===== config.mk =====
export PLATFORM = sky130hd
export DESIGN_NAME = tpr_regs
export DESIGN_NICKNAME = d
export VERILOG_FILES = /design/src/verilog/tpr_pkg.sv /design/src/verilog/tpr_regs.sv /design/src/verilog/tpr_byte_reg.sv
export VERILOG_INCLUDE_DIRS = /design/src /design/src/verilog
export SDC_FILE = /design/constraint.sdc
export NUM_CORES = 1
export LEC_CHECK = 0
export BUFFER_PORTS_ARGS = -buffer_cell sky130_fd_sc_hd__buf_4
export CAP_MARGIN = 15
export CORE_UTILIZATION = 53
export CTS_BUF_LIST = sky130_fd_sc_hd__clkbuf_16
export DETAILED_ROUTE_END_ITERATION = 16
export HOLD_SLACK_MARGIN = 0.05
export PLACE_DENSITY = 0.81
export SLEW_MARGIN = 20
export SYNTH_ARGS = -nofsm -noshare
export SYNTH_HDL_FRONTEND = slang
export SYNTH_SLANG_ARGS = --single-unit

===== constraint.sdc =====
create_clock -name clock_in -period 2.2 [get_ports clock_in]
set_clock_uncertainty 0.1 [all_clocks]
set_input_delay 0.44 -clock clock_in [delete_from_list [all_inputs] [get_ports clock_in]]
set_output_delay 0.44 -clock clock_in [all_outputs]
set_load 0.05 [all_outputs]

===== src/verilog/tpr_cfg.svh =====
// Constants for the tuner oscillator, synthesiser and filter register bank.
// Assumes inclusion by bare name from the package and design files.
`ifndef TPR_CFG_SVH
`define TPR_CFG_SVH
`define TPR_OFF_AUTOTUNE_CFG_D   8'h17
`define TPR_OFF_OSC_SELECT       8'h18
`define TPR_OFF_PLL_INT_DIV_HI   8'h19
`define TPR_OFF_PLL_INT_LO_FRAC  8'h1a
`define TPR_OFF_PLL_FRAC_MID     8'h1b
`define TPR_OFF_PLL_FRAC_LO      8'h1c
`define TPR_OFF_BB_AMP_GAIN      8'h1d
`define TPR_OFF_BB_FILTER_BW     8'h1e
`define TPR_RST_ZERO             8'h00
`define TPR_RST_PLL_FRAC_LO      8'h10
`define TPR_BAND_BIT             0
`define TPR_DIV_BIT              6
`define TPR_CHOICE_HI_BIT        7
`define TPR_RESTART_BIT          4
`define TPR_GAIN_MASK            8'h0f
`define TPR_FRAC_LO_MASK         8'hf0
`define TPR_BW_MHZ_CODE0         8'd100
`define TPR_BW_MHZ_CODE1         8'd65
`define TPR_BW_MHZ_CODE2         8'd40
`define TPR_BW_MHZ_CODE3         8'd35
`define TPR_RESP_OKAY            2'b00
`define TPR_RESP_SLVERR          2'b10
`endif


===== src/verilog/tpr_pkg.sv =====
// Types shared by the register bank and its byte register cell.
// Assumes tpr_cfg.svh is on the include path.
`include "tpr_cfg.svh"
package tpr_pkg;
  typedef logic [7:0] tpr_byte_t;
  // Values chosen by the auto-tuner, fed in from the tuning engine
  typedef struct packed {
    logic       band;
    logic       local_div;
    logic [5:0] choice;
  } tpr_tune_s;
  // Settings presented to the analog and tuning logic
  typedef struct packed {
    logic        osc_band_select;
    logic        local_osc_divider_choice;
    logic [5:0]  osc_choice;
    logic [8:0]  synth_integer_divider;
    logic [17:0] synth_fraction_divider;
    logic        autotune_restart;
    logic [7:0]  autotune_cfg_d;
    logic [3:0]  bb_amp_gain_code;
    logic [1:0]  first_bb_filter_width;
    logic [5:0]  second_bb_filter_width;
    logic [7:0]  first_bb_filter_mhz;
  } tpr_ctrl_s;
endpackage


===== src/verilog/tpr_regs.sv =====
// Register bank for oscillator band and selection, synthesiser dividers,
// baseband amplifier gain and the two baseband filter bandwidth settings.
// Assumes an AXI4-Lite master on clock_in and a tuning engine that
// reports its choices on tune_in.
//
// What this block does
// RULE1 - Reading the band bit returns the band the auto-tuner chose.
// RULE2 - Writing the band bit makes the written value the active band.
// RULE3 - One band bit for all oscillators; 0 high band, 1 low band.
// RULE4 - First filter code 00,01,10,11 gives 100,65,40,35 MHz.
// RULE5 - Software should use code 01 for 30 to 45 Msps.
// RULE6 - Software should use code 10 for 20 to 30 Msps.
// RULE7 - Software should use code 11 for 1 to 20 Msps.
// RULE8 - Dividers assemble from byte registers, high bits at lower offsets.
`timescale 1ns/1ps
`include "tpr_cfg.svh"
module tpr_regs (
  input  wire logic              clock_in,
  input  wire logic              nrst_in,
  input  wire logic [7:0]        s_axi_awaddr_in,
  input  wire logic              s_axi_awvalid_in,
  output logic                   s_axi_awready_out,
  input  wire logic [31:0]       s_axi_wdata_in,
  input  wire logic [3:0]        s_axi_wstrb_in,
  input  wire logic              s_axi_wvalid_in,
  output logic                   s_axi_wready_out,
  output logic [1:0]             s_axi_bresp_out,
  output logic                   s_axi_bvalid_out,
  input  wire logic              s_axi_bready_in,
  input  wire logic [7:0]        s_axi_araddr_in,
  input  wire logic              s_axi_arvalid_in,
  output logic                   s_axi_arready_out,
  output logic [31:0]            s_axi_rdata_out,
  output logic [1:0]             s_axi_rresp_out,
  output logic                   s_axi_rvalid_out,
  input  wire logic              s_axi_rready_in,
  input  wire tpr_pkg::tpr_tune_s tune_in,
  output tpr_pkg::tpr_ctrl_s     ctrl_out
);
  import tpr_pkg::*;

  localparam int NREG = 8;

  // Tuner report comes from a separate engine; two flops before use
  tpr_tune_s tune_meta_reg;
  tpr_tune_s tune_sync_reg;

  // Write path: address and data may arrive in either order
  logic       aw_held_reg;
  logic [7:0] aw_addr_reg;
  logic       w_held_reg;
  logic [31:0] w_data_reg;
  logic [3:0] w_strb_reg;
  logic       bvalid_reg;
  logic [1:0] bresp_reg;
  logic       rvalid_reg;
  logic [31:0] rdata_reg;
  logic [1:0] rresp_reg;

  // A channel is taken only on an edge where its ready flop is high
  wire aw_take  = s_axi_awvalid_in && s_axi_awready_out;
  wire w_take   = s_axi_wvalid_in && s_axi_wready_out;
  wire do_write = aw_held_reg && w_held_reg && !bvalid_reg;
  // Occupancy after this edge, so a ready flop never offers a slot
  // that the same edge has just filled
  wire aw_held_next = !do_write && (aw_take || aw_held_reg);
  wire w_held_next  = !do_write && (w_take || w_held_reg);
  wire bvalid_next  = do_write || (bvalid_reg && !s_axi_bready_in);
  wire [7:0] wr_off = aw_addr_reg >> 2;
  wire wr_hit = (wr_off >= `TPR_OFF_AUTOTUNE_CFG_D) &&
                (wr_off <= `TPR_OFF_BB_FILTER_BW) &&
                (aw_addr_reg[1:0] == 2'b00);
  wire wr_en_byte = do_write && wr_hit && w_strb_reg[0];
  wire [2:0] wr_idx = 3'(wr_off - `TPR_OFF_AUTOTUNE_CFG_D);
  wire [7:0] wr_byte = w_data_reg[7:0];

  logic [7:0] reg_q [NREG];
  localparam logic [7:0] RST_VAL [NREG] = '{
    `TPR_RST_ZERO, `TPR_RST_ZERO, `TPR_RST_ZERO, `TPR_RST_ZERO,
    `TPR_RST_ZERO, `TPR_RST_PLL_FRAC_LO, `TPR_RST_ZERO, `TPR_RST_ZERO};

  genvar gi;
  generate
    for (gi = 0; gi < NREG; gi++) begin : g_reg
      tpr_byte_reg #(.RESET_VALUE(RST_VAL[gi])) u_reg (
        .clock_in (clock_in),
        .nrst_in  (nrst_in),
        .write_in (wr_en_byte && (wr_idx == 3'(gi))),
        .data_in  (wr_byte),
        .q_out    (reg_q[gi])
      );
    end
  endgenerate

  // Byte views, lower offset holds the more significant bits
  wire [7:0] r_cfg   = reg_q[0];
  wire [7:0] r_osc   = reg_q[1];
  wire [7:0] r_int   = reg_q[2];
  wire [7:0] r_intfr = reg_q[3];
  wire [7:0] r_frmid = reg_q[4];
  wire [7:0] r_frlo  = reg_q[5];
  wire [7:0] r_gain  = reg_q[6];
  wire [7:0] r_bw    = reg_q[7];

  // Oscillator selection read-back shows the tuner's choice, not the
  // last write; the written value drives the oscillator until the next write
  wire [7:0] osc_readback = {tune_sync_reg.choice[5],
                             tune_sync_reg.local_div,
                             tune_sync_reg.choice[4:0],
                             tune_sync_reg.band}; // RULE1

  wire [7:0] rd_off = s_axi_araddr_in >> 2;
  wire rd_hit = (rd_off >= `TPR_OFF_AUTOTUNE_CFG_D) &&
                (rd_off <= `TPR_OFF_BB_FILTER_BW) &&
                (s_axi_araddr_in[1:0] == 2'b00);
  wire [2:0] rd_idx = 3'(rd_off - `TPR_OFF_AUTOTUNE_CFG_D);
  wire [7:0] rd_byte =
    (rd_idx == 3'(`TPR_OFF_OSC_SELECT - `TPR_OFF_AUTOTUNE_CFG_D)) ?
      osc_readback :
    (rd_idx == 3'(`TPR_OFF_BB_AMP_GAIN - `TPR_OFF_AUTOTUNE_CFG_D)) ?
      (reg_q[rd_idx] & `TPR_GAIN_MASK) :
    (rd_idx == 3'(`TPR_OFF_PLL_FRAC_LO - `TPR_OFF_AUTOTUNE_CFG_D)) ?
      (reg_q[rd_idx] & `TPR_FRAC_LO_MASK) : reg_q[rd_idx];
  wire ar_take = s_axi_arvalid_in && s_axi_arready_out;
  wire rvalid_next = ar_take || (rvalid_reg && !s_axi_rready_in);

  // Bandwidth in MHz for the first baseband filter
  wire [7:0] bw_mhz =
    (r_bw[7:6] == 2'b00) ? `TPR_BW_MHZ_CODE0 :
    (r_bw[7:6] == 2'b01) ? `TPR_BW_MHZ_CODE1 :
    (r_bw[7:6] == 2'b10) ? `TPR_BW_MHZ_CODE2 :
                           `TPR_BW_MHZ_CODE3; // RULE4

  tpr_ctrl_s ctrl_next;
  always_comb begin
    ctrl_next = '0;
    // One bit serves all oscillators: 0 high band, 1 low band
    ctrl_next.osc_band_select          = r_osc[`TPR_BAND_BIT]; // RULE2 RULE3
    ctrl_next.local_osc_divider_choice = r_osc[`TPR_DIV_BIT];
    ctrl_next.osc_choice = {r_osc[`TPR_CHOICE_HI_BIT], r_osc[5:1]};
    ctrl_next.synth_integer_divider  = {r_int, r_intfr[7]}; // RULE8
    ctrl_next.synth_fraction_divider =
      {r_intfr[6:0], r_frmid, r_frlo[7:5]}; // RULE8
    ctrl_next.autotune_restart       = r_frlo[`TPR_RESTART_BIT];
    ctrl_next.autotune_cfg_d         = r_cfg;
    ctrl_next.bb_amp_gain_code       = r_gain[3:0];
    // Filter code range is left to software per symbol rate
    ctrl_next.first_bb_filter_width  = r_bw[7:6]; // RULE5 RULE6 RULE7
    ctrl_next.second_bb_filter_width = r_bw[5:0];
    ctrl_next.first_bb_filter_mhz    = bw_mhz;
  end

  always_ff @(posedge clock_in or negedge nrst_in) begin
    if (!nrst_in) begin
      tune_meta_reg <= '0;
      tune_sync_reg <= '0;
      ctrl_out      <= '0;
    end else begin
      tune_meta_reg <= tune_in;
      tune_sync_reg <= tune_meta_reg;
      ctrl_out      <= ctrl_next;
    end
  end

  always_ff @(posedge clock_in or negedge nrst_in) begin
    if (!nrst_in) begin
      aw_held_reg <= 1'b0;
      aw_addr_reg <= 8'h00;
      w_held_reg  <= 1'b0;
      w_data_reg  <= 32'h0000_0000;
      w_strb_reg  <= 4'h0;
      bvalid_reg  <= 1'b0;
      bresp_reg   <= `TPR_RESP_OKAY;
    end else begin
      if (aw_take) begin
        aw_held_reg <= 1'b1;
        aw_addr_reg <= s_axi_awaddr_in;
      end
      if (w_take) begin
        w_held_reg <= 1'b1;
        w_data_reg <= s_axi_wdata_in;
        w_strb_reg <= s_axi_wstrb_in;
      end
      if (do_write) begin
        aw_held_reg <= 1'b0;
        w_held_reg  <= 1'b0;
        bvalid_reg  <= 1'b1;
        bresp_reg   <= wr_hit ? `TPR_RESP_OKAY : `TPR_RESP_SLVERR;
      end else if (bvalid_reg && s_axi_bready_in) begin
        bvalid_reg <= 1'b0;
      end
    end
  end

  always_ff @(posedge clock_in or negedge nrst_in) begin
    if (!nrst_in) begin
      rvalid_reg <= 1'b0;
      rdata_reg  <= 32'h0000_0000;
      rresp_reg  <= `TPR_RESP_OKAY;
    end else if (ar_take) begin
      rvalid_reg <= 1'b1;
      rdata_reg  <= rd_hit ? {24'h00_0000, rd_byte} : 32'h0000_0000;
      rresp_reg  <= rd_hit ? `TPR_RESP_OKAY : `TPR_RESP_SLVERR;
    end else if (rvalid_reg && s_axi_rready_in) begin
      rvalid_reg <= 1'b0;
    end
  end

  // Ready flags are registered so every output leaves a flop
  always_ff @(posedge clock_in or negedge nrst_in) begin
    if (!nrst_in) begin
      s_axi_awready_out <= 1'b0;
      s_axi_wready_out  <= 1'b0;
      s_axi_arready_out <= 1'b0;
    end else begin
      s_axi_awready_out <= !aw_held_next && !bvalid_next;
      s_axi_wready_out  <= !w_held_next && !bvalid_next;
      s_axi_arready_out <= !rvalid_next;
    end
  end

  assign s_axi_bvalid_out = bvalid_reg;
  assign s_axi_bresp_out  = bresp_reg;
  assign s_axi_rvalid_out = rvalid_reg;
  assign s_axi_rdata_out  = rdata_reg;
  assign s_axi_rresp_out  = rresp_reg;
endmodule


===== src/verilog/tpr_byte_reg.sv =====
// One byte register with write strobe and a reset value.
// Assumes a single clock and an asynchronous active-low reset.
`timescale 1ns/1ps
module tpr_byte_reg #(
  parameter logic [7:0] RESET_VALUE = 8'h00
) (
  input  wire logic          clock_in,
  input  wire logic          nrst_in,
  input  wire logic          write_in,
  input  wire tpr_pkg::tpr_byte_t data_in,
  output logic               [7:0] q_out
);
  import tpr_pkg::*;
  always_ff @(posedge clock_in or negedge nrst_in) begin
    if (!nrst_in) begin
      q_out <= RESET_VALUE;
    end else if (write_in) begin
      q_out <= data_in;
    end
  end
endmodule


After elaboration in Yosys (flattened, before gate mapping)
Index checks and enable logic that the tools add are counted.
Operators by class
  $add $sub $neg: 2
  equality and inequality tests: 12
  mux-type cells: 20
  reductions and logical operators: 47
  order comparisons: 5
  bitwise gates (word level): 1
Operator list (number)
  8-bit two-way mux: 5
  1-bit logical AND: 27
  8-bit binary-select mux with 3-bit select: 1
  3-bit == test, second input constant: 6
  7-bit two-way mux: 2
  6-bit by 5-bit greater-or-equal comparator with 1-bit output, second input constant: 2
  6-bit by 5-bit <= comparator with 1-bit output, second input constant: 2
  1-bit zero test: 8
  1-bit two-way mux: 8
  4-bit two-way mux: 2
  2-bit nonzero test: 4
  3-bit by 1-bit == test with 1-bit output, second input constant: 2
  3-bit by 2-bit == test with 1-bit output, second input constant: 2
  2-bit zero test: 3
  3-bit subtractor, second input constant: 2
  4-bit greater-or-equal comparator, second input constant: 1
  1-bit logical OR: 4
  2-bit two-way mux: 2
  3-bit NOT with 4-bit output: 1
  3-bit zero test: 1
  2-bit by 1-bit == test with 1-bit output, second input constant: 1
  2-bit == test, second input constant: 1
Word-level totals
  logic and storage cells: 125
  output and inout bits: 105
  bits in registers: 203

Longest topological paths before layout
Gate-level depths: netlist of the first run.
  depth in word-level cells: 9
  mapped depth: 9
  mapped depth without buffers: 6

Hierarchy
From an unflattened synthesis of the first run, not the netlist that was laid out.
Unflattened totals
  cell total of the unflattened synthesis: 459
  area, all modules: 6974.2 um^2
By module, submodules not included
  tpr_regs: cells an instance 323, sequential area each 2802.7 um^2, area an instance 4320.4 um^2, times used 1
  tpr_byte_reg (g_reg[0].u_reg ...): cells an instance 17, sequential area each 200.2 um^2, area an instance 331.6 um^2, times used 7
  tpr_byte_reg (g_reg[5].u_reg): cells an instance 17, sequential area each 201.4 um^2, area an instance 332.8 um^2, times used 1

Least setup slack after synthesis of the first run
No wires, ideal clock.
  path type: in2reg
  from: in s_axi_araddr_in[2]
  to: reg rdata_reg[0], in the netlist s_axi_rdata_out[0]
  slack: -177 ps
  required time: 2004 ps
  data arrival time: 2180 ps
  stages: 9
  setup time: 96 ps
  buffers on the path: 3
  path through: clkbuf_1 > inv_1 > ha_1 > clkbuf_1 > buf_2 > mux2i_1 > a22oi_1 > a21oi_1 > o31ai_1
Between the ends
  longest elaborated chain between the ends: 9
  elaborated cells between the ends (all ways): 16
  classes of those cells: 1 x add/sub; 2 x order compare; 3 x eq/ne; 7 x mux; 1 x bitwise; 2 x reduce/logical
Ends and longest elaborated chain
  start: declaration: line tpr_regs.sv:30  | input wire logic [7:0] s_axi_araddr_in,
  3-bit subtractor (no source line)
  3-bit NOT with 4-bit output (implied by the code): line tpr_regs.sv:121, tpr_regs.sv:123
  8-bit binary-select mux with 3-bit select: line tpr_regs.sv:121, tpr_regs.sv:123
  8-bit two-way mux (implied by the code) (2 in a row): line tpr_regs.sv:123  | (reg_q[rd_idx] & `TPR_FRAC_LO_MASK) : reg_q[rd_idx];
  4-bit two-way mux: line tpr_regs.sv:122  | (rd_idx == 3'(`TPR_OFF_PLL_FRAC_LO - `TPR_OFF_AUTOTUNE_CFG_D)) ?
  8-bit two-way mux: line tpr_regs.sv:120  | (rd_idx == 3'(`TPR_OFF_BB_AMP_GAIN - `TPR_OFF_AUTOTUNE_CFG_D)) ?
  8-bit two-way mux: line tpr_regs.sv:118  | (rd_idx == 3'(`TPR_OFF_OSC_SELECT - `TPR_OFF_AUTOTUNE_CFG_D)) ?
  8-bit two-way mux *: line tpr_regs.sv:202  | rdata_reg <= rd_hit ? {24'h00_0000, rd_byte} : 32'h0000_0000;
  end signal: assignment: line tpr_regs.sv:202
  end: declaration: line tpr_regs.sv:57  | logic [31:0] rdata_reg;
Mark *: on every way between the ends. The rest lies on a longest branch, timed or not. The select of a mux whose other input is x is not followed.
A chain may end at the register's enable or synchronous reset.

Worst setup path in the final report of the first run
  from: reg aw_addr_reg[7]
  to: reg g_reg[2].u_reg.q_out[5]
Between the ends
  longest elaborated chain between the ends: 6
  elaborated cells between the ends (all ways): 7
  classes of those cells: 2 x order compare; 5 x reduce/logical
Ends and longest elaborated chain
  start: declaration: line tpr_regs.sv:50  | logic [7:0] aw_addr_reg;
  start signal: assignment: line tpr_regs.sv:177  | aw_addr_reg <= s_axi_awaddr_in;
  6-bit by 5-bit greater-or-equal comparator with 1-bit output (no source line) or 6-bit by 5-bit <= comparator with 1-bit output (tied branches)
  1-bit logical AND * (2 in a row): line tpr_regs.sv:70  | wire wr_hit = (wr_off >= `TPR_OFF_AUTOTUNE_CFG_D) &&
  1-bit logical AND * (2 in a row): line tpr_regs.sv:73  | wire wr_en_byte = do_write && wr_hit && w_strb_reg[0];
  1-bit logical AND *: line tpr_regs.sv:88  | .write_in (wr_en_byte && (wr_idx == 3'(gi))),
  end signal: assignment: line tpr_byte_reg.sv:18  | q_out <= data_in;
  end: declaration: line tpr_byte_reg.sv:11  | output logic [7:0] q_out
Mark *: on every way between the ends. The rest lies on a longest branch, timed or not.

==> results of run 1 <==
==> power by group <==
| group | internal (mW) | switching [mW] |
|---|---|---|
| Clock | 1.66 | 1.23 |
| Combinational | 0.661 | 1.08 |
| Sequential | 3.66 | 0.511 |
==> metal layers <==
layer  GRT usage [%]  vias to the layer above  share of wire (%)
li1                -                     1832                  -
met1            29.0                     2070                 42
met2            40.0                      141                 51
met3            5.11                       26                4.4
met4            9.96                        0                2.0
met5               0                        -                  0
==> area by class of cell <==
cell class	instances	area [µm²]
clock buffer	17	425
clock inverter	15	143
fill	835	3680
inverter	8	30.0
multi-input combinational	255	2130
sequential	176	4410
tap	168	210
timing repair buffer	147	1180
==> logic make-up after synthesis <==
family / after synthesis / share of synthesized area (%)
and+or+nand+nor: 76 / 7.12
other: 1 / 0.0556
AOI/OAI and AO/OA: 31 / 3.04
adders and majority gates: 4 / 0.742
buffers and inverters: 51 / 4.62
muxes: 113 / 18.7
DFF: 176 / 65.3
xor gates and xnor gates: 3 / 0.390
==> worst max-delay path by stage <==
stage                                         end  depth (start not counted)
after floorplan                s_axi_rdata_out[0]                          9
final                     g_reg[2].u_reg.q_out[5]                          4
after CTS                 g_reg[0].u_reg.q_out[7]                          5
after global routing      g_reg[1].u_reg.q_out[4]                          6
after detailed placement       s_axi_rdata_out[7]                          8
after global placement         s_axi_rdata_out[2]                          8
==> per-stage QoR <==
| step | setup TNS, ns | hold slack, ns | std cells | setup WS (ns) |
|---|---|---|---|---|
| after floorplan | 0 | 0.0444 | 482 | 0.0257 |
| after global placement | 0 | 0.234 | 745 | 0.0974 |
| after detailed placement | -0.0516 | 0.241 | 745 | -0.0516 |
| after CTS | 0 | 0.136 | 786 | 0.0577 |
| after global routing | 0 | 0.136 | 786 | 0.0168 |
| final | 0 | 0.147 | 786 | 0.0778 |
==> placed cells by master (no fill, tap or decap), drive strengths merged, types with 2 or more instances in the layout <==
cell	netlist	routed
dlygate4sd3	0	9
or4	2	2
dfrtp	175	175
xor2	2	2
mux2i	32	32
clkinv	0	8
inv	8	11
a21oi	11	11
a22oi	8	8
mux2	81	81
nor4	3	3
nor2	9	9
o31ai	8	8
conb	1	28
nand2	15	15
nand2b	10	10
clkbuf	7	17
nand3	3	3
clkinvlp	0	2
ha	4	4
nor3	23	23
nor2b	4	4
buf	36	138
bufinv	0	2
==> what timing repair did <==
| action | in CTS | in global routing |
|---|---|---|
| resized for setup | 0 | 2 |
| hold buffers | 9 | 0 |
| endpoints found under the hold margin | 44 | 0 |
| endpoints found under the setup margin | 0 | 8 |
==> results by group, run 1 <==
Clock network
  • Clock buffer depth: 2
  • Clock slew seen by the registers of the worst setup and hold paths: 0.07 ns
  • CTS tree: built
  • Worst-Skew Late Latency: 0.42 ns
  • Clk sinks: 176
  • Htree depth: 4
  • CTS buffer count: 17
  • Post-CTS Setup Inserts: 0
  • Clock Tree Root: clkbuf_16

Critical path
  • Cell Chain, Critical Path: nor4b_4 -> nand3_4 -> or4_4 -> mux2_4
  • Critical Path RT: 2.40 ns
  • Delay of the slowest cell on the worst path: 0.63 ns
  • Max stage delay cell, worst path: or4_4
  • Worst flop-to-flop path startpoint: aw_addr_reg[7]
  • FF-to-FF End: g_reg[2].u_reg.q_out[5]
  • Worst r2r path cells: 4
  • Reg2Reg Setup Slack: 0.08 ns
  • Max FO, Critical Path: 8
  • Critical path arrival: 2.33 ns
  • Top delay family on crit path: simple AND/OR/NAND/NOR gates
  • Worst Setup SP: aw_addr_reg[7]
  • Kind of critical path: reg2reg
  • CP endpoint kind: flop
  • WP buf/inv: 0
  • Setup crit start kind: flop

Yosys
  • FF+latch count, synth: 176
  • Count of different cell masters after synthesis: 40
  • Leading area contributor after synthesis: dfrtp_1
  • Most common cell in the netlist: dfrtp_1
  • Asr flop ratio synth: 100%
  • Sequential area share after synthesis: 65.3%
  • Synthesized area: 6750 µm²
  • Post-synth EDFFs: 0
  • Yosys warnings: 0
  • Synth Flop Type: dfrtp_1
  • Synth top area share: 64.9%
  • Top post-synthesis cells by area: dfrtp_1 65%, mux2_2 12%, mux2i_1 4.7%, buf_4 3.1%, mux2_4 1.8%
  • Cells after Synth: 455
  • Post-synth top cells: 175 x dfrtp_1, 73 x mux2_2, 32 x mux2i_1, 28 x buf_4, 21 x nor3_1
  • Syn avg cell area: 14.8 µm²

Timing
  • Minimum clock period: 2.12 ns
  • RSZ-0062 raised after global routing: false
  • Max Clk Rate: 0.471 GHz
  • Final period util: 96.5%
  • Worst Tran Pin Value: 0.704 ns
  • Max-slew violation count: 0
  • # setup viols final: 0
  • Slew margin rel.: 52.7%
  • Final Hold Viols: 0

Place
  • DP HPWL: 10.1 mm
  • PortBufs: 116
  • Area post-placement: 7870 µm²
  • Routability cong.: 0.838

Power
  • Max IR drop VDD: 0.545 mV
  • P per Cell Area: 1030 nW/µm²
  • Leak pwr: 4.36 nW
  • Final total power: 8.80 mW

Status
  • Outcome: finished clean

Floorplanning
  • Starting Density: 55.2%
  • Die width: 115 µm
  • Die footprint: 13200 µm²
  • Rows: 40
  • Die height: 115 µm
  • I/O pin count: 172
  • Core area: 12200 µm²

GRT
  • Initial antenna violation count: 0
  • Largest net degree at the start of global routing: 44
  • Total grt overflow: 0
  • Gr usage total: 23.4%
  • First-pass GRT wire length: 22.4 mm
  • Number of global-route vias before repair: 4246

Drt
  • DR vias: 4069
  • Vias/cell: 5.18
  • Post-route ant nets: 0
  • Total Wirelength: 14.4 mm
  • DRC: 0
  • Starting DRT DRC Count: 234
  • Initial DRT Pass Iterations: 4
  • Routed len/inst: 18.4 µm

Cells and area
  • Max reg flops: 64
  • Layout cell share with drive strength beyond 1: 41.9%
  • Final core utilization: 69.8%
  • Total Nets Final: 676
  • Largest regs: g.u_reg.q_out x64, ctrl_out x62
  • Biggest register: g.u_reg.q_out
  • Synth-to-Final Area Change: 26.4%
  • Ant diodes: 0
  • Fin area: 8530 µm²

Hold path
  • Worst Hold End: w_data_reg[0]
  • Min-delay src: s_axi_wdata_in[0]
  • Worst hold path class: in2reg
  • Hold Path Stages: 2

Flow run
  • Max-cap violation count: 0
Note: power is estimated with default switching activity, not from simulation.
==> inputs of run 2 (changes only) <==
- CORE_UTILIZATION: 53 -> 30
- PLACE_DENSITY: 0.81 -> 0.51
- RECOVER_POWER: unset -> 25
==> results by group, run 2 (same netlist as run 1, synthesis figures left out) <==
Status
  • Outcome: complete, but fails checks
  • Failing checks: design-rule violations

Critical path
  • Kind of critical path: reg2reg
  • Critical Path RT: 2.41 ns
  • Delay of the slowest cell on the worst path: 0.63 ns
  • Worst r2r path cells: 4
  • Top delay family on crit path: simple AND/OR/NAND/NOR gates
  • Max stage delay cell, worst path: or4_4
  • Cell Chain, Critical Path: nor4b_4 -> nand3_4 -> or4_4 -> mux2_4
  • CP endpoint kind: flop
  • FF-to-FF End: g_reg[2].u_reg.q_out[4]
  • Setup crit start kind: flop
  • Max FO, Critical Path: 8
  • Critical path arrival: 2.31 ns
  • Worst flop-to-flop path startpoint: aw_addr_reg[7]
  • WP buf/inv: 0
  • Reg2Reg Setup Slack: 0.1 ns

Cells and area
  • Commonest non-fill, non-tap cells in the layout: 174 x dfrtp_1, 125 x buf_4, 73 x mux2_2, 32 x mux2i_1, 28 x conb_1
  • Max reg flops: 64
  • Total Nets Final: 678
  • Synth-to-Final Area Change: 28.8%
  • Commonest non-fill, non-tap cell in the layout: dfrtp_1
  • Largest regs: g.u_reg.q_out x64, ctrl_out x62
  • Finished Layout Cells: 900
  • Fin area: 8680 µm²
  • Biggest register: g.u_reg.q_out
  • Fill cells: 2066
  • Layout cell share with drive strength beyond 1: 42.1%
  • Ant diodes: 0

Clock network
  • Worst-Skew Late Latency: 0.43 ns
  • Htree depth: 4
  • Clk sinks: 176
  • Clock Tree Root: clkbuf_16
  • Clock buffer depth: 2
  • Clock slew seen by the registers of the worst setup and hold paths: 0.07 ns
  • CTS buffer count: 17
  • Post-CTS Setup Inserts: 0
  • CTS tree: built

Timing
  • Worst Tran Pin Value: 1.14 ns
  • Max Clk Rate: 0.476 GHz
  • Final Hold Viols: 0
  • Minimum clock period: 2.10 ns
  • # setup viols final: 0
  • RSZ-0062 raised after global routing: false
  • Slew margin rel.: 23.9%
  • Final period util: 95.5%
  • Max-slew violation count: 0

Floorplanning
  • Die footprint: 23100 µm²
  • Core area: 22000 µm²
  • I/O pin count: 172
  • Die height: 152 µm
  • Rows: 54
  • Die width: 152 µm
  • Starting Density: 30.7%

Power
  • P per Cell Area: 1000 nW/µm²
  • Combinational share of power: 20.1%
  • Int Power: 5.88 mW
  • Final total power: 8.69 mW
  • Leak pwr: 4.36 nW
  • Max IR drop VDD: 0.536 mV
  • Clock Power Share: 32.1%
  • Psw: 2.81 mW
  • Sequential share of power: 47.8%
  • Sw Share: 32.3%

Drt
  • DR vias: 4007
  • Starting DRT DRC Count: 161
  • Total Wirelength: 15.0 mm
  • Post-route ant nets: 0
  • Initial DRT Pass Iterations: 10
  • Vias/cell: 4.45
  • DRC: 24
  • Routed len/inst: 16.6 µm

GRT
  • Number of global-route vias before repair: 4323
  • Initial antenna violation count: 0
  • Largest net degree at the start of global routing: 55
  • Gr usage total: 13.8%
  • First-pass GRT wire length: 24.0 mm
  • Total grt overflow: 0

Place
  • Routability cong.: 0.779
  • Post-Place Cells: 859
  • Area post-placement: 8050 µm²
  • PortBufs: 116
  • DP HPWL: 10.8 mm

Hold path
  • Min-delay src: s_axi_wdata_in[2]
  • Worst hold path class: in2reg
  • Worst Hold End: w_data_reg[2]
  • Hold Path Stages: 2

Flow run
  • Max-cap violation count: 0
==> run 2: cell type report <==
type                       count  area, µm²  share of cell area (%)
sequential                   176       4410                    50.7
multi-input combinational    255       2130                    24.6
timing repair buffer         149       1210                    14.0
clock buffer                  17        425                    4.90
tap                          280        350                    4.03
clock inverter                15        124                    1.43
inverter                       8       30.0                   0.346
==> run 2: power groups by stage <==
stage | sequential [mW] | combinational [mW] | clock (mW)
after floorplan | 4.49 | 0.817 | 0
after global placement | 4.19 | 1.72 | 0
final | 4.15 | 1.75 | 2.79
after CTS | 4.16 | 1.77 | 2.86
after global routing | 4.23 | 1.86 | 3.02
after detailed placement | 4.22 | 1.75 | 0
==> run 2: metal layers <==
metal | global-route usage (%) | part of all wire [%] | vias to the layer above
met5 | 0 | 0 | -
met4 | 5.05 | 1.7 | 0
met3 | 4.25 | 5.4 | 19
met2 | 23.4 | 50 | 106
met1 | 16.6 | 43 | 2048
li1 | - | - | 1834
==> run 2: repair_timing <==
item | in CTS | in global routing
endpoints found under the hold margin | 47 | 0
resized for setup | 0 | 1
endpoints found under the setup margin | 0 | 8
hold buffers | 9 | 0
==> run 2: worst max path at each step <==
stage	start	endpoint	slack [ns]	cells past startpoint
6_report	aw_addr_reg[7]	g_reg[2].u_reg.q_out[4]	0.1	4
5_1_grt	aw_addr_reg[7]	g_reg[6].u_reg.q_out[5]	0.02	4
4_1_cts	aw_addr_reg[7]	g_reg[0].u_reg.q_out[5]	0.05	5
3_5_place_dp	s_axi_araddr_in[2]	s_axi_rdata_out[0]	-0.05	8
3_3_place_gp	s_axi_araddr_in[2]	s_axi_rdata_out[0]	-0.07	8
2_1_floorplan	s_axi_araddr_in[2]	s_axi_rdata_out[0]	0.03	9
==> run 2: stage by stage <==
step | setup slack (ns) | hold WS (ns) | TNS, ns | util [%]
finish | 0.0991 | 0.143 | 0 | 39.5
global route | 0.0168 | 0.123 | 0 | 39.5
CTS | 0.0539 | 0.124 | 0 | 39.6
detailed placement | -0.0499 | 0.235 | -0.215 | 36.7
global placement | -0.0676 | 0.237 | -0.119 | 36.7
floorplan | 0.0257 | 0.0444 | 0 | -
==> run 2: worst register-to-register path, stage by stage (launching register included) <==
cell     delay [ns]
dfrtp_1        0.41
nor4b_4        0.39
nand3_4        0.12
or4_4          0.63
mux2_4         0.35
